File: src/pkg/e1_alarm_pkg.sv
`default_nettype none

package e1_alarm_pkg;

    // ----------------------------------------------------------------
    // Register map
    // ----------------------------------------------------------------
    localparam logic [7:0] A_ALARM = 8'h06; // receive_alarm_status
    localparam logic [7:0] A_EVENT = 8'h07; // frame_event_status
    localparam logic [7:0] A_MASK1 = 8'h16; // mask for receive_alarm_status
    localparam logic [7:0] A_MASK2 = 8'h17; // mask for frame_event_status
    localparam logic [7:0] A_SYNC = 8'h1e; // sync search counter view
    localparam logic [7:0] A_CTRL = 8'h1f; // control bits
    localparam logic [7:0] MASK_RESET = 8'h00;

    // Control register fields
    localparam int CTL_CRC_EN = 0; // crc_mode_enable
    localparam int CTL_FAST = 1; // fast_interval_select
    localparam int CTL_EXT_LOSS = 2; // extended_loss_threshold
    localparam int CTL_PIN_EN = 3; // clock_loss_pin_enable

    // receive_alarm_status fields
    localparam int B_SA1 = 7;
    localparam int B_DMA = 6;
    localparam int B_SA0 = 5;
    localparam int B_RX_SLIP_FLAG = 4;
    localparam int B_UA1 = 3;
    localparam int B_RRA = 2;
    localparam int B_RCL = 1;
    localparam int B_LOS = 0;
    // Bits that interrupt on every state change rather than on assertion
    localparam logic [7:0] ALARM_KIND = 8'h0f;

    // frame_event_status fields
    localparam int E_RMF = 7;
    localparam int E_RAF = 6;
    localparam int E_TMF = 5;
    localparam int E_SEC = 4;
    localparam int E_TAF = 3;
    localparam int E_TX_CLOCK_LOSS_FLAG = 2;
    localparam int E_RX_CRC_MF_FLAG = 1;
    localparam int E_TX_SLIP_FLAG = 0;

    // ----------------------------------------------------------------
    // Detector thresholds
    // ----------------------------------------------------------------
    localparam int DMA_BIT = 2; // bit 6 of the slot, counting 1 at the MSB
    localparam logic [3:0] MF_LAST = 4'hf; // 16 frames per multiframe
    localparam logic [1:0] MIN_ZEROS = 2'h3; // fewer than three zeros
    localparam logic [8:0] UA1_WIN_LAST = 9'h1ff; // 512-bit window
    localparam logic [1:0] RRA_RUN = 2'h3; // three consecutive occasions
    localparam logic [11:0] RCL_ZEROS = 12'h0ff; // 255 zeros
    localparam logic [11:0] RCL_ZEROS_EXT = 12'h800; // 2048 zeros
    localparam logic [7:0] RCL_WIN_LAST = 8'hfe; // 255-bit clear window
    localparam logic [5:0] RCL_ONES = 6'h20; // 32 ones to clear

    // ----------------------------------------------------------------
    // Timing
    // ----------------------------------------------------------------
    localparam int CLK_PERIOD_NS = 100;
    localparam int CHANNEL_TIME_NS = 3906; // one channel time, 8 bits
    localparam int TX_CLOCK_LOSS_FLAG_CYCLES = CHANNEL_TIME_NS / CLK_PERIOD_NS; // rounds down
    localparam logic [5:0] TX_CLOCK_LOSS_FLAG_LAST = 6'(TX_CLOCK_LOSS_FLAG_CYCLES - 1);
    localparam int SEC_BITS = 2048000; // receive bits in one second
    localparam int FAST_BITS = 128000; // receive bits in 62.5 ms

endpackage

`default_nettype wire

File: src/design/e1_alarm_status_monitor.sv
// How it works
// - Search counter adds one whenever an 8 ms multiframe search times out.
// - Search counter clears when multiframe sync is achieved.
// - Search counter clears while crc_mode_enable is zero.
// - Search counter wraps from its top value back to zero.
// - All-ones alarm: fewer than three zeros in slot 16 over 16 frames.
// - All-zeros alarm: slot 16 all zero over a full multiframe.
// - A signaling change sets both signaling flags together.
// - All-ones and distant alarms stay active in common-channel mode.
// - Distant alarm follows bit 6 of frame 0 slot 16 over two multiframes.
// - Receive and transmit slips set their slip flags.
// - Unframed all-ones: fewer than three zeros in a 512-bit window.
// - Remote alarm follows non-align bit 3 over three occasions.
// - Carrier loss after 255 or 2048 zeros; clears on 32 ones in 255.
// - Loss-of-sync flag held while the framer is out of sync.
// - Receive CAS multiframe flag set on every receive multiframe boundary.
// - Receive align-frame flag set at each received align frame.
// - Transmit align-frame flag set at each transmitted align frame.
// - Transmit multiframe flag set on every transmit multiframe boundary.
// - Timer flag each second of receive clock, or each 62.5 ms.
// - Transmit clock still for a channel time sets loss flag and pin.
// - CRC multiframe flag on boundaries, free-running every 16 frames if off.
// - Six-bit search counter readable with its bit 1 hidden.
// - Alarm bits 3-0 pull interrupt low on any change, bits 7-4 on being set, until read.
// - Event bits pull interrupt low on occurrence until read.
// - Only flags with their mask bit set reach the interrupt.
`default_nettype none

module e1_alarm_status_monitor #(
    parameter int SEC_BITS = e1_alarm_pkg::SEC_BITS,
    parameter int FAST_BITS = e1_alarm_pkg::FAST_BITS
) (
    // Clock and reset
    input wire logic ref_clk,
    input wire logic rst,
    // Register port
    input wire logic [7:0] addr,
    input wire logic [7:0] wr_data,
    input wire logic wr_stb,
    input wire logic rd_stb,
    output logic [7:0] rd_data,
    // Receive framer indications
    input wire logic rx_bit_stb,
    input wire logic rx_bit,
    input wire logic rx_frame_stb,
    input wire logic rx_align_stb,
    input wire logic rx_ts16_stb,
    input wire logic [7:0] rx_ts16_byte,
    input wire logic rx_ts16_frame0,
    input wire logic rx_nonalign_stb,
    input wire logic rx_remote_bit,
    input wire logic rx_in_sync,
    input wire logic sig_change_stb,
    input wire logic rx_cas_mf_stb,
    input wire logic rx_crc_mf_stb,
    input wire logic crc_search_timeout_stb,
    input wire logic crc_sync_stb,
    input wire logic rx_slip_stb,
    // Transmit side indications
    input wire logic tx_line_clock,
    input wire logic tx_align_stb,
    input wire logic tx_mf_stb,
    input wire logic tx_slip_stb,
    // Outputs
    output logic int_n,
    output logic clock_loss_pin
);

    localparam int SEC_W = $clog2(SEC_BITS);
    localparam logic [SEC_W-1:0] SEC_LAST = SEC_W'(SEC_BITS - 1);
    localparam logic [SEC_W-1:0] FAST_LAST = SEC_W'(FAST_BITS - 1);

    // Counter widths are derived from SEC_BITS, so the fast interval must fit
    if (FAST_BITS < 2 || FAST_BITS > SEC_BITS) begin : g_bad_interval
        $error("FAST_BITS must lie between 2 and SEC_BITS");
    end

    // ----------------------------------------------------------------
    // State
    // ----------------------------------------------------------------
    typedef struct packed {
        logic [7:0] mask1;
        logic [7:0] mask2;
        logic [3:0] ctrl;
        logic [7:0] alarm_st;
        logic [7:0] event_st;
        logic [7:0] pend1;
        logic [7:0] pend2;
        logic [5:0] crc_cnt;
        logic [7:0] rd_data;
        logic int_n;
        logic loss_pin;
        logic los;
        logic [3:0] ts16_cnt;
        logic [1:0] sa_zeros;
        logic sa_one;
        logic sa1;
        logic sa0;
        logic dma_prev;
        logic dma;
        logic [8:0] ua1_cnt;
        logic [1:0] ua1_zeros;
        logic ua1;
        logic [1:0] rra_ones;
        logic [1:0] rra_zeros;
        logic remote_alarm_flag;
        logic [11:0] rcl_zeros;
        logic [7:0] rcl_win;
        logic [5:0] rcl_ones;
        logic carrier_loss_flag;
        logic [SEC_W-1:0] sec_cnt;
        logic [3:0] mf_cnt;
        logic tx_line_clock_prev;
        logic [5:0] tx_clock_loss_flag_cnt;
        logic tx_clock_loss_flag;
    } state_t;

    state_t st_ff;
    state_t nxt_st;

    // ----------------------------------------------------------------
    // Helpers
    // ----------------------------------------------------------------
    localparam logic [1:0] MIN_ZEROS_I = e1_alarm_pkg::MIN_ZEROS;

    // Zero count saturating at three; only "fewer than three" matters
    function automatic logic [1:0] add_sat3(input logic [1:0] acc, input logic [3:0] n);
        logic [4:0] sum;
        sum = 5'(acc) + 5'(n);
        return (sum > 5'(MIN_ZEROS_I)) ? MIN_ZEROS_I : sum[1:0];
    endfunction

    function automatic logic [3:0] zeros_in(input logic [7:0] b);
        logic [3:0] c;
        c = 4'h0;
        for (int i = 0; i < 8; i++) begin
            c = c + {3'h0, ~b[i]};
        end
        return c;
    endfunction

    function automatic logic [1:0] run_inc(input logic [1:0] r);
        return (r == e1_alarm_pkg::RRA_RUN) ? r : r + 2'h1;
    endfunction

    // ----------------------------------------------------------------
    // Next-state logic
    // ----------------------------------------------------------------
    always_comb begin
        logic [7:0] set1;
        logic [7:0] irq1;
        logic [7:0] chg1;
        logic [7:0] set2;
        logic [7:0] irq2;
        logic [1:0] zacc;
        logic [11:0] rcl_thr;
        logic sec_tick;
        logic rx_crc_mf_flag_tick;
        logic rd_alarm;
        logic rd_event;
        set1 = 8'h00;
        irq1 = 8'h00;
        chg1 = 8'h00;
        set2 = 8'h00;
        irq2 = 8'h00;
        zacc = 2'h0;
        rcl_thr = 12'h000;
        sec_tick = 1'b0;
        rx_crc_mf_flag_tick = 1'b0;
        rd_alarm = rd_stb && (addr == e1_alarm_pkg::A_ALARM);
        rd_event = rd_stb && (addr == e1_alarm_pkg::A_EVENT);
        nxt_st = st_ff;

        // Multiframe search counter; wraps on its own six-bit width.
        // The write that turns the mode off clears it at once, so a read
        // straight after that write already sees zero.
        if (!st_ff.ctrl[e1_alarm_pkg::CTL_CRC_EN] || crc_sync_stb
            || (wr_stb && addr == e1_alarm_pkg::A_CTRL
            && !wr_data[e1_alarm_pkg::CTL_CRC_EN])) begin
            nxt_st.crc_cnt = 6'h00;
        end else if (crc_search_timeout_stb) begin
            nxt_st.crc_cnt = st_ff.crc_cnt + 6'h01;
        end

        // Slot 16 window over one multiframe, started at frame 0.
        // Nothing here looks at the signaling mode, so common-channel
        // operation leaves the detectors running.
        if (rx_ts16_stb) begin
            if (rx_ts16_frame0) begin
                nxt_st.ts16_cnt = 4'h1;
                nxt_st.sa_zeros = add_sat3(2'h0, zeros_in(rx_ts16_byte));
                nxt_st.sa_one = |rx_ts16_byte;
                if (rx_ts16_byte[e1_alarm_pkg::DMA_BIT] && st_ff.dma_prev) begin
                    nxt_st.dma = 1'b1;
                end else if (!rx_ts16_byte[e1_alarm_pkg::DMA_BIT] && !st_ff.dma_prev) begin
                    nxt_st.dma = 1'b0;
                end
                nxt_st.dma_prev = rx_ts16_byte[e1_alarm_pkg::DMA_BIT];
            end else if (st_ff.ts16_cnt != 4'h0) begin
                zacc = add_sat3(st_ff.sa_zeros, zeros_in(rx_ts16_byte));
                nxt_st.sa_zeros = zacc;
                nxt_st.sa_one = st_ff.sa_one | (|rx_ts16_byte);
                nxt_st.ts16_cnt = st_ff.ts16_cnt + 4'h1;
                if (st_ff.ts16_cnt == e1_alarm_pkg::MF_LAST) begin
                    nxt_st.sa1 = zacc < e1_alarm_pkg::MIN_ZEROS;
                    nxt_st.sa0 = !(st_ff.sa_one | (|rx_ts16_byte));
                end
            end
        end

        // Received bit stream: unframed all ones and carrier loss
        if (rx_bit_stb) begin
            zacc = add_sat3(st_ff.ua1_zeros, {3'h0, ~rx_bit});
            if (st_ff.ua1_cnt == e1_alarm_pkg::UA1_WIN_LAST) begin
                nxt_st.ua1 = zacc < e1_alarm_pkg::MIN_ZEROS;
                nxt_st.ua1_zeros = 2'h0;
                nxt_st.ua1_cnt = 9'h000;
            end else begin
                nxt_st.ua1_zeros = zacc;
                nxt_st.ua1_cnt = st_ff.ua1_cnt + 9'h001;
            end
            rcl_thr = st_ff.ctrl[e1_alarm_pkg::CTL_EXT_LOSS] ?
                e1_alarm_pkg::RCL_ZEROS_EXT : e1_alarm_pkg::RCL_ZEROS;
            if (rx_bit) begin
                nxt_st.rcl_zeros = 12'h000;
            end else if (st_ff.rcl_zeros < e1_alarm_pkg::RCL_ZEROS_EXT) begin
                nxt_st.rcl_zeros = st_ff.rcl_zeros + 12'h001;
            end
            if (!st_ff.carrier_loss_flag) begin
                nxt_st.carrier_loss_flag = nxt_st.rcl_zeros >= rcl_thr;
                nxt_st.rcl_win = 8'h00;
                nxt_st.rcl_ones = 6'h00;
            end else if (st_ff.rcl_ones + {5'h00, rx_bit} >= e1_alarm_pkg::RCL_ONES) begin
                nxt_st.carrier_loss_flag = 1'b0;
                nxt_st.rcl_win = 8'h00;
                nxt_st.rcl_ones = 6'h00;
            end else if (st_ff.rcl_win == e1_alarm_pkg::RCL_WIN_LAST) begin
                nxt_st.rcl_win = 8'h00;
                nxt_st.rcl_ones = 6'h00;
            end else begin
                nxt_st.rcl_win = st_ff.rcl_win + 8'h01;
                nxt_st.rcl_ones = st_ff.rcl_ones + {5'h00, rx_bit};
            end
            // Timer runs off received bits; >= lets a mode switch wrap at once
            if (st_ff.sec_cnt >= (st_ff.ctrl[e1_alarm_pkg::CTL_FAST] ? FAST_LAST : SEC_LAST))
            begin
                sec_tick = 1'b1;
                nxt_st.sec_cnt = '0;
            end else begin
                nxt_st.sec_cnt = st_ff.sec_cnt + SEC_W'(1);
            end
        end

        // Remote alarm from non-align frames
        if (rx_nonalign_stb) begin
            nxt_st.rra_ones = rx_remote_bit ? run_inc(st_ff.rra_ones) : 2'h0;
            nxt_st.rra_zeros = rx_remote_bit ? 2'h0 : run_inc(st_ff.rra_zeros);
            if (nxt_st.rra_ones == e1_alarm_pkg::RRA_RUN) begin
                nxt_st.remote_alarm_flag = 1'b1;
            end else if (nxt_st.rra_zeros == e1_alarm_pkg::RRA_RUN) begin
                nxt_st.remote_alarm_flag = 1'b0;
            end
        end

        // Free-running 16-frame boundary used while CRC4 is off
        if (rx_frame_stb) begin
            nxt_st.mf_cnt = st_ff.mf_cnt + 4'h1;
        end
        rx_crc_mf_flag_tick = st_ff.ctrl[e1_alarm_pkg::CTL_CRC_EN] ? rx_crc_mf_stb :
            (rx_frame_stb && st_ff.mf_cnt == e1_alarm_pkg::MF_LAST);

        // Transmit clock watchdog; the input is sampled, not a clock here
        nxt_st.tx_line_clock_prev = tx_line_clock;
        if (tx_line_clock != st_ff.tx_line_clock_prev) begin
            nxt_st.tx_clock_loss_flag_cnt = 6'h00;
            nxt_st.tx_clock_loss_flag = 1'b0;
        end else if (st_ff.tx_clock_loss_flag_cnt == e1_alarm_pkg::TX_CLOCK_LOSS_FLAG_LAST) begin
            nxt_st.tx_clock_loss_flag = 1'b1;
        end else begin
            nxt_st.tx_clock_loss_flag_cnt = st_ff.tx_clock_loss_flag_cnt + 6'h01;
        end

        nxt_st.los = !rx_in_sync;

        // Receive alarm status: live levels plus slip and change pulses
        set1[e1_alarm_pkg::B_SA1] = nxt_st.sa1 | sig_change_stb;
        set1[e1_alarm_pkg::B_DMA] = nxt_st.dma;
        set1[e1_alarm_pkg::B_SA0] = nxt_st.sa0 | sig_change_stb;
        set1[e1_alarm_pkg::B_RX_SLIP_FLAG] = rx_slip_stb;
        set1[e1_alarm_pkg::B_UA1] = nxt_st.ua1;
        set1[e1_alarm_pkg::B_RRA] = nxt_st.remote_alarm_flag;
        set1[e1_alarm_pkg::B_RCL] = nxt_st.carrier_loss_flag;
        set1[e1_alarm_pkg::B_LOS] = nxt_st.los;
        chg1 = {nxt_st.sa1 ^ st_ff.sa1, nxt_st.dma ^ st_ff.dma, nxt_st.sa0 ^ st_ff.sa0,
            1'b0, nxt_st.ua1 ^ st_ff.ua1, nxt_st.remote_alarm_flag ^ st_ff.remote_alarm_flag,
            nxt_st.carrier_loss_flag ^ st_ff.carrier_loss_flag, nxt_st.los ^ st_ff.los};
        irq1 = (chg1 & e1_alarm_pkg::ALARM_KIND)
            | (chg1 & set1 & ~e1_alarm_pkg::ALARM_KIND)
            | (set1 & ~e1_alarm_pkg::ALARM_KIND & ~{1'b0, nxt_st.dma, 6'h00}
            & ~{nxt_st.sa1, 1'b0, nxt_st.sa0, 5'h00});

        // Event status
        set2[e1_alarm_pkg::E_RMF] = rx_cas_mf_stb;
        set2[e1_alarm_pkg::E_RAF] = rx_align_stb;
        set2[e1_alarm_pkg::E_TMF] = tx_mf_stb;
        set2[e1_alarm_pkg::E_SEC] = sec_tick;
        set2[e1_alarm_pkg::E_TAF] = tx_align_stb;
        set2[e1_alarm_pkg::E_TX_CLOCK_LOSS_FLAG] = nxt_st.tx_clock_loss_flag;
        set2[e1_alarm_pkg::E_RX_CRC_MF_FLAG] = rx_crc_mf_flag_tick;
        set2[e1_alarm_pkg::E_TX_SLIP_FLAG] = tx_slip_stb;
        irq2 = set2;
        irq2[e1_alarm_pkg::E_TX_CLOCK_LOSS_FLAG] = nxt_st.tx_clock_loss_flag & ~st_ff.tx_clock_loss_flag;

        // A read clears the whole register; a new set in that cycle wins
        nxt_st.alarm_st = (rd_alarm ? 8'h00 : st_ff.alarm_st) | set1;
        nxt_st.event_st = (rd_event ? 8'h00 : st_ff.event_st) | set2;
        nxt_st.pend1 = (rd_alarm ? 8'h00 : st_ff.pend1) | irq1;
        nxt_st.pend2 = (rd_event ? 8'h00 : st_ff.pend2) | irq2;

        // Register writes
        if (wr_stb) begin
            unique case (addr)
                e1_alarm_pkg::A_MASK1: nxt_st.mask1 = wr_data;
                e1_alarm_pkg::A_MASK2: nxt_st.mask2 = wr_data;
                e1_alarm_pkg::A_CTRL: nxt_st.ctrl = wr_data[3:0];
                default: ;
            endcase
        end

        // Read data stands only in the cycle after the strobe
        nxt_st.rd_data = 8'h00;
        if (rd_stb) begin
            unique case (addr)
                e1_alarm_pkg::A_ALARM: nxt_st.rd_data = st_ff.alarm_st;
                e1_alarm_pkg::A_EVENT: nxt_st.rd_data = st_ff.event_st;
                e1_alarm_pkg::A_MASK1: nxt_st.rd_data = st_ff.mask1;
                e1_alarm_pkg::A_MASK2: nxt_st.rd_data = st_ff.mask2;
                e1_alarm_pkg::A_SYNC: nxt_st.rd_data = {st_ff.crc_cnt[5:2],
                    st_ff.crc_cnt[0], 3'h0};
                e1_alarm_pkg::A_CTRL: nxt_st.rd_data = {4'h0, st_ff.ctrl};
                default: nxt_st.rd_data = 8'h00;
            endcase
        end

        // Outputs registered from next state so they track status exactly
        nxt_st.int_n = ~|{nxt_st.pend1 & nxt_st.mask1,
            nxt_st.pend2 & nxt_st.mask2};
        nxt_st.loss_pin = nxt_st.tx_clock_loss_flag & nxt_st.ctrl[e1_alarm_pkg::CTL_PIN_EN];
    end

    // State register
    always_ff @(posedge ref_clk or posedge rst) begin
        if (rst) begin
            st_ff <= '{int_n: 1'b1, mask1: e1_alarm_pkg::MASK_RESET,
                mask2: e1_alarm_pkg::MASK_RESET, default: '0};
        end else begin
            st_ff <= nxt_st;
        end
    end

    assign rd_data = st_ff.rd_data;
    assign int_n = st_ff.int_n;
    assign clock_loss_pin = st_ff.loss_pin;
endmodule

`default_nettype wire

File: config.mk
export PLATFORM = sky130hd
export DESIGN_NAME = e1_alarm_status_monitor
export DESIGN_NICKNAME = d
export VERILOG_FILES = /design/src/pkg/e1_alarm_pkg.sv /design/src/design/e1_alarm_status_monitor.sv
export SDC_FILE = /design/constraint.sdc
export NUM_CORES = 1
export LEC_CHECK = 0
export BUFFER_PORTS_ARGS = -buffer_cell sky130_fd_sc_hd__buf_2
export CORE_MARGIN = 2
export CORE_UTILIZATION = 38
export DETAILED_ROUTE_END_ITERATION = 8
export GPL_TIMING_DRIVEN = 0
export PLACE_DENSITY = 0.53
export REMOVE_ABC_BUFFERS = 1
export SETUP_SLACK_MARGIN = 0.5
export SKIP_LAST_GASP = 1
export SYNTH_ARGS = -nofsm -noshare
export SYNTH_HDL_FRONTEND = slang
export SYNTH_SLANG_ARGS = --single-unit
File: constraint.sdc
create_clock -name ref_clk -period 5.1 [get_ports ref_clk]
set_input_delay 1.02 -clock ref_clk [delete_from_list [all_inputs] [get_ports ref_clk]]
set_output_delay 1.02 -clock ref_clk [all_outputs]
set_load 0.05 [all_outputs]
==> impl_metrics.ini <==
[critical_path]
timing.rr.end = st_ff[28]
path_class = input pin to flip-flop
endpoint_kind = flip-flop
reg2reg_depth = 8
crit_arrival_ns = 5.07
reg2reg_slack_ns = 2.09
start_kind = input pin
r2r_start = st_ff[138]
worstPathRequired_ns = 5.42
critPathMaxFanout = 2

[hold_path]
worstHoldPathCells = 1
hold_end = st_ff[81]
hold_path_class = flip-flop to flip-flop
min_from = st_ff[81]

[power_and_ir_drop]
power_leakage_nw = 4.24
power_mw = 3.34
power_density_nw_per_um2 = 353
peakVddDrop_mv = 0.180

[die]
initial_core_util_pct = 38.4
core_area_um2 = 21700
row_count = 54
pin_count = 57
fp.dieW_um = 152
die_h_um = 152
die-area_um2 = 23100

[synth]
synth.top_cells.by_area = dfrtp_1, ha_1, nand2_1, mux2_2, nor2_1
syn_area_um2 = 8320
synthFlopType = dfrtp_1
synth_cells = 824
ys_types = 70
synth_largest_area_cell = dfrtp_1
ys_ff_latch = 157
synthArstFlopShare_pct = 100
seq_area_frac_synth_pct = 47.2
synth.top_cell.area_share_pct = 46.9
synth_edf_count = 0
yosysWarnings = 0
syn_avg_cell_area_um2 = 10.1

[timing]
slew_violations = 0
setup_viol = 0
rsz0062_at_grt = yes
tns_ns = 0
hold_viol_final = 0
slew_headroom_pct = 25.1
skew_ns = 0.00758
setup_slack_ns = 0.349
fmax_mhz = 210
holdWs_ns = 0.468
fin_crit_sh_pct = 93.2
fin_crit_ns = 4.75
worstMarginPinSlew_ns = 1.12

[global_routing]
grt-ovfl-total = 0
grt_pass1_wl_um = 31900
grt_max_degree = 113
grt_use_total_pct = 16.9
antenna_found_initial = 0
grt_pass1_vias = 6105

[clock_tree]
cts_tree = yes
cts.path.max_buffers = 2
cts.htree.levels = 4
clkTransAtPathRegs_ns = 0.06
clk_latency_ns = 0.42
hold_buffers = 0
cts.sinks = 157
cts_made_buffers = 17
root_buffer = clkbuf_16

[cells_and_area]
instances_no_fill = 1164
utilization_pct = 43.6
n_antenna_cell = 0
area_growth_pct = 13.7
drive_gt1_share_pct = 15.7
stdcell_area_um2 = 9460
num-nets-final = 961

[route]
wl_per_cell_um = 16.2
detail-route-antenna-nets = 0
drtIter0Drc = 256
drt_wl_total_um = 18800
drc = 0
vias = 6151
post_drt_via_cell_ratio = 5.28
first_pass_iters = 5

[placed_design]
dp_worst_setup_slack_ns = -0.596
dp_cells = 1130
gp_congestion = 0.819
portBuffers = 56
placed_area_um2 = 8830
dp_hpwl_um = 13400

[job]
cap_violations = 0

[status]
status = completed
-- Yosys cell counts, types with 11 or more instances --
| master | count |
|---|---|
| a21o_1 | 16 |
| a21oi_1 | 30 |
| a22o_1 | 12 |
| a22oi_1 | 22 |
| clkbuf_1 | 18 |
| dfrtp_1 | 156 |
| ha_1 | 38 |
| inv_1 | 41 |
| mux2_2 | 25 |
| nand2_1 | 86 |
| nand3_1 | 35 |
| nand4_1 | 27 |
| nor2_1 | 71 |
| nor3_1 | 11 |
| o21ai_0 | 37 |
| o31ai_1 | 15 |
| xnor2_1 | 22 |
| xor2_1 | 21 |
-- worst max-delay path by stage --
stage,start,cells after the start,to,slack [ns]
after floorplan,rst,1,clock_loss_pin,-0.15
after CTS,rx_ts16_byte[0],15,int_n,0.32
after global routing,rx_ts16_byte[0],15,int_n,0.13
after global placement,rst,2,st_ff[84],-2.24
final,rx_ts16_byte[0],15,int_n,0.35
after detailed placement,rx_ts16_byte[0],15,int_n,-0.60
-- where the power goes --
part	leakage, nW	switching, mW	internal (mW)	total [mW]
logic	1.97	0.310	0.270	0.579
registers	1.98	0.119	1.37	1.49
clock network	0.286	0.508	0.759	1.27
-- placed cells by master, fill, tap and decap left out, drive strengths merged, types with 6 or more instances in the layout --
| cell | instances |
|---|---|
| nand2 | 86 |
| o21ai | 38 |
| mux2 | 25 |
| ha | 38 |
| dfrtp | 156 |
| a31oi | 9 |
| clkbuf | 22 |
| nor4 | 9 |
| o2bb2ai | 8 |
| nand3 | 36 |
| xnor2 | 22 |
| and3 | 7 |
| o31ai | 17 |
| nand4 | 27 |
| a21oi | 30 |
| xor2 | 21 |
| nor3 | 11 |
| nor2 | 72 |
| buf | 59 |
| a22oi | 22 |
| mux2i | 9 |
| a22o | 12 |
| inv | 42 |
| or3 | 6 |
| nor2b | 6 |
| a21o | 16 |
-- logic make-up after synthesis --
kind of cell               share of synthesized area (%)
and+or+nand+nor                                     17.9
AOI/OAI and AO/OA                                   15.2
DFF                                                 47.2
buffers and inverters                               3.73
adders and majority gates                           7.03
xor gates and xnor gates                            4.52
muxes                                               4.46
-- timing repair --
item                       4_1_cts  5_1_grt
pin swaps                        6        0
buffers inserted                 2        0
setup endpoints to repair        1        2
gates resized for setup          5        0
-- cell type report --
cell class | instances | area [um^2]
fill | 2132 | 12200
multi-input combinational | 595 | 4110
sequential | 157 | 3930
clock buffer | 22 | 474
tap | 280 | 350
timing repair buffer | 59 | 323
inverter | 41 | 161
clock inverter | 10 | 113
-- layer usage --
metal	track usage [%]	wire length (um)	part of all wire (%)	vias to the layer above
li1	-	-	-	3060
met5	0	0	0	-
met3	3.59	618	3.3	17
met4	4.85	237	1.3	0
met1	23.7	9220	49	2996
met2	26.5	8760	47	78
-- worst max-delay path: stages --
cell and delay, ns:
buf_2 0.08, inv_1 0.06, fa_1 0.55, fa_1 0.43, fa_1 0.49, ha_1 0.16, inv_1 0.05, fa_1 0.48
fa_2 0.56, inv_1 0.04, a22o_1 0.22, o21ba_2 0.23, o31ai_4 0.21, nand4_1 0.18, nor4b_2 0.32
-- state kept, by name, indices dropped and copies added, names as in the netlist --
register        cells
int_n               1
st_ff             147
rd_data             8
clock_loss_pin      1
(Power assumes the default switching activity.)
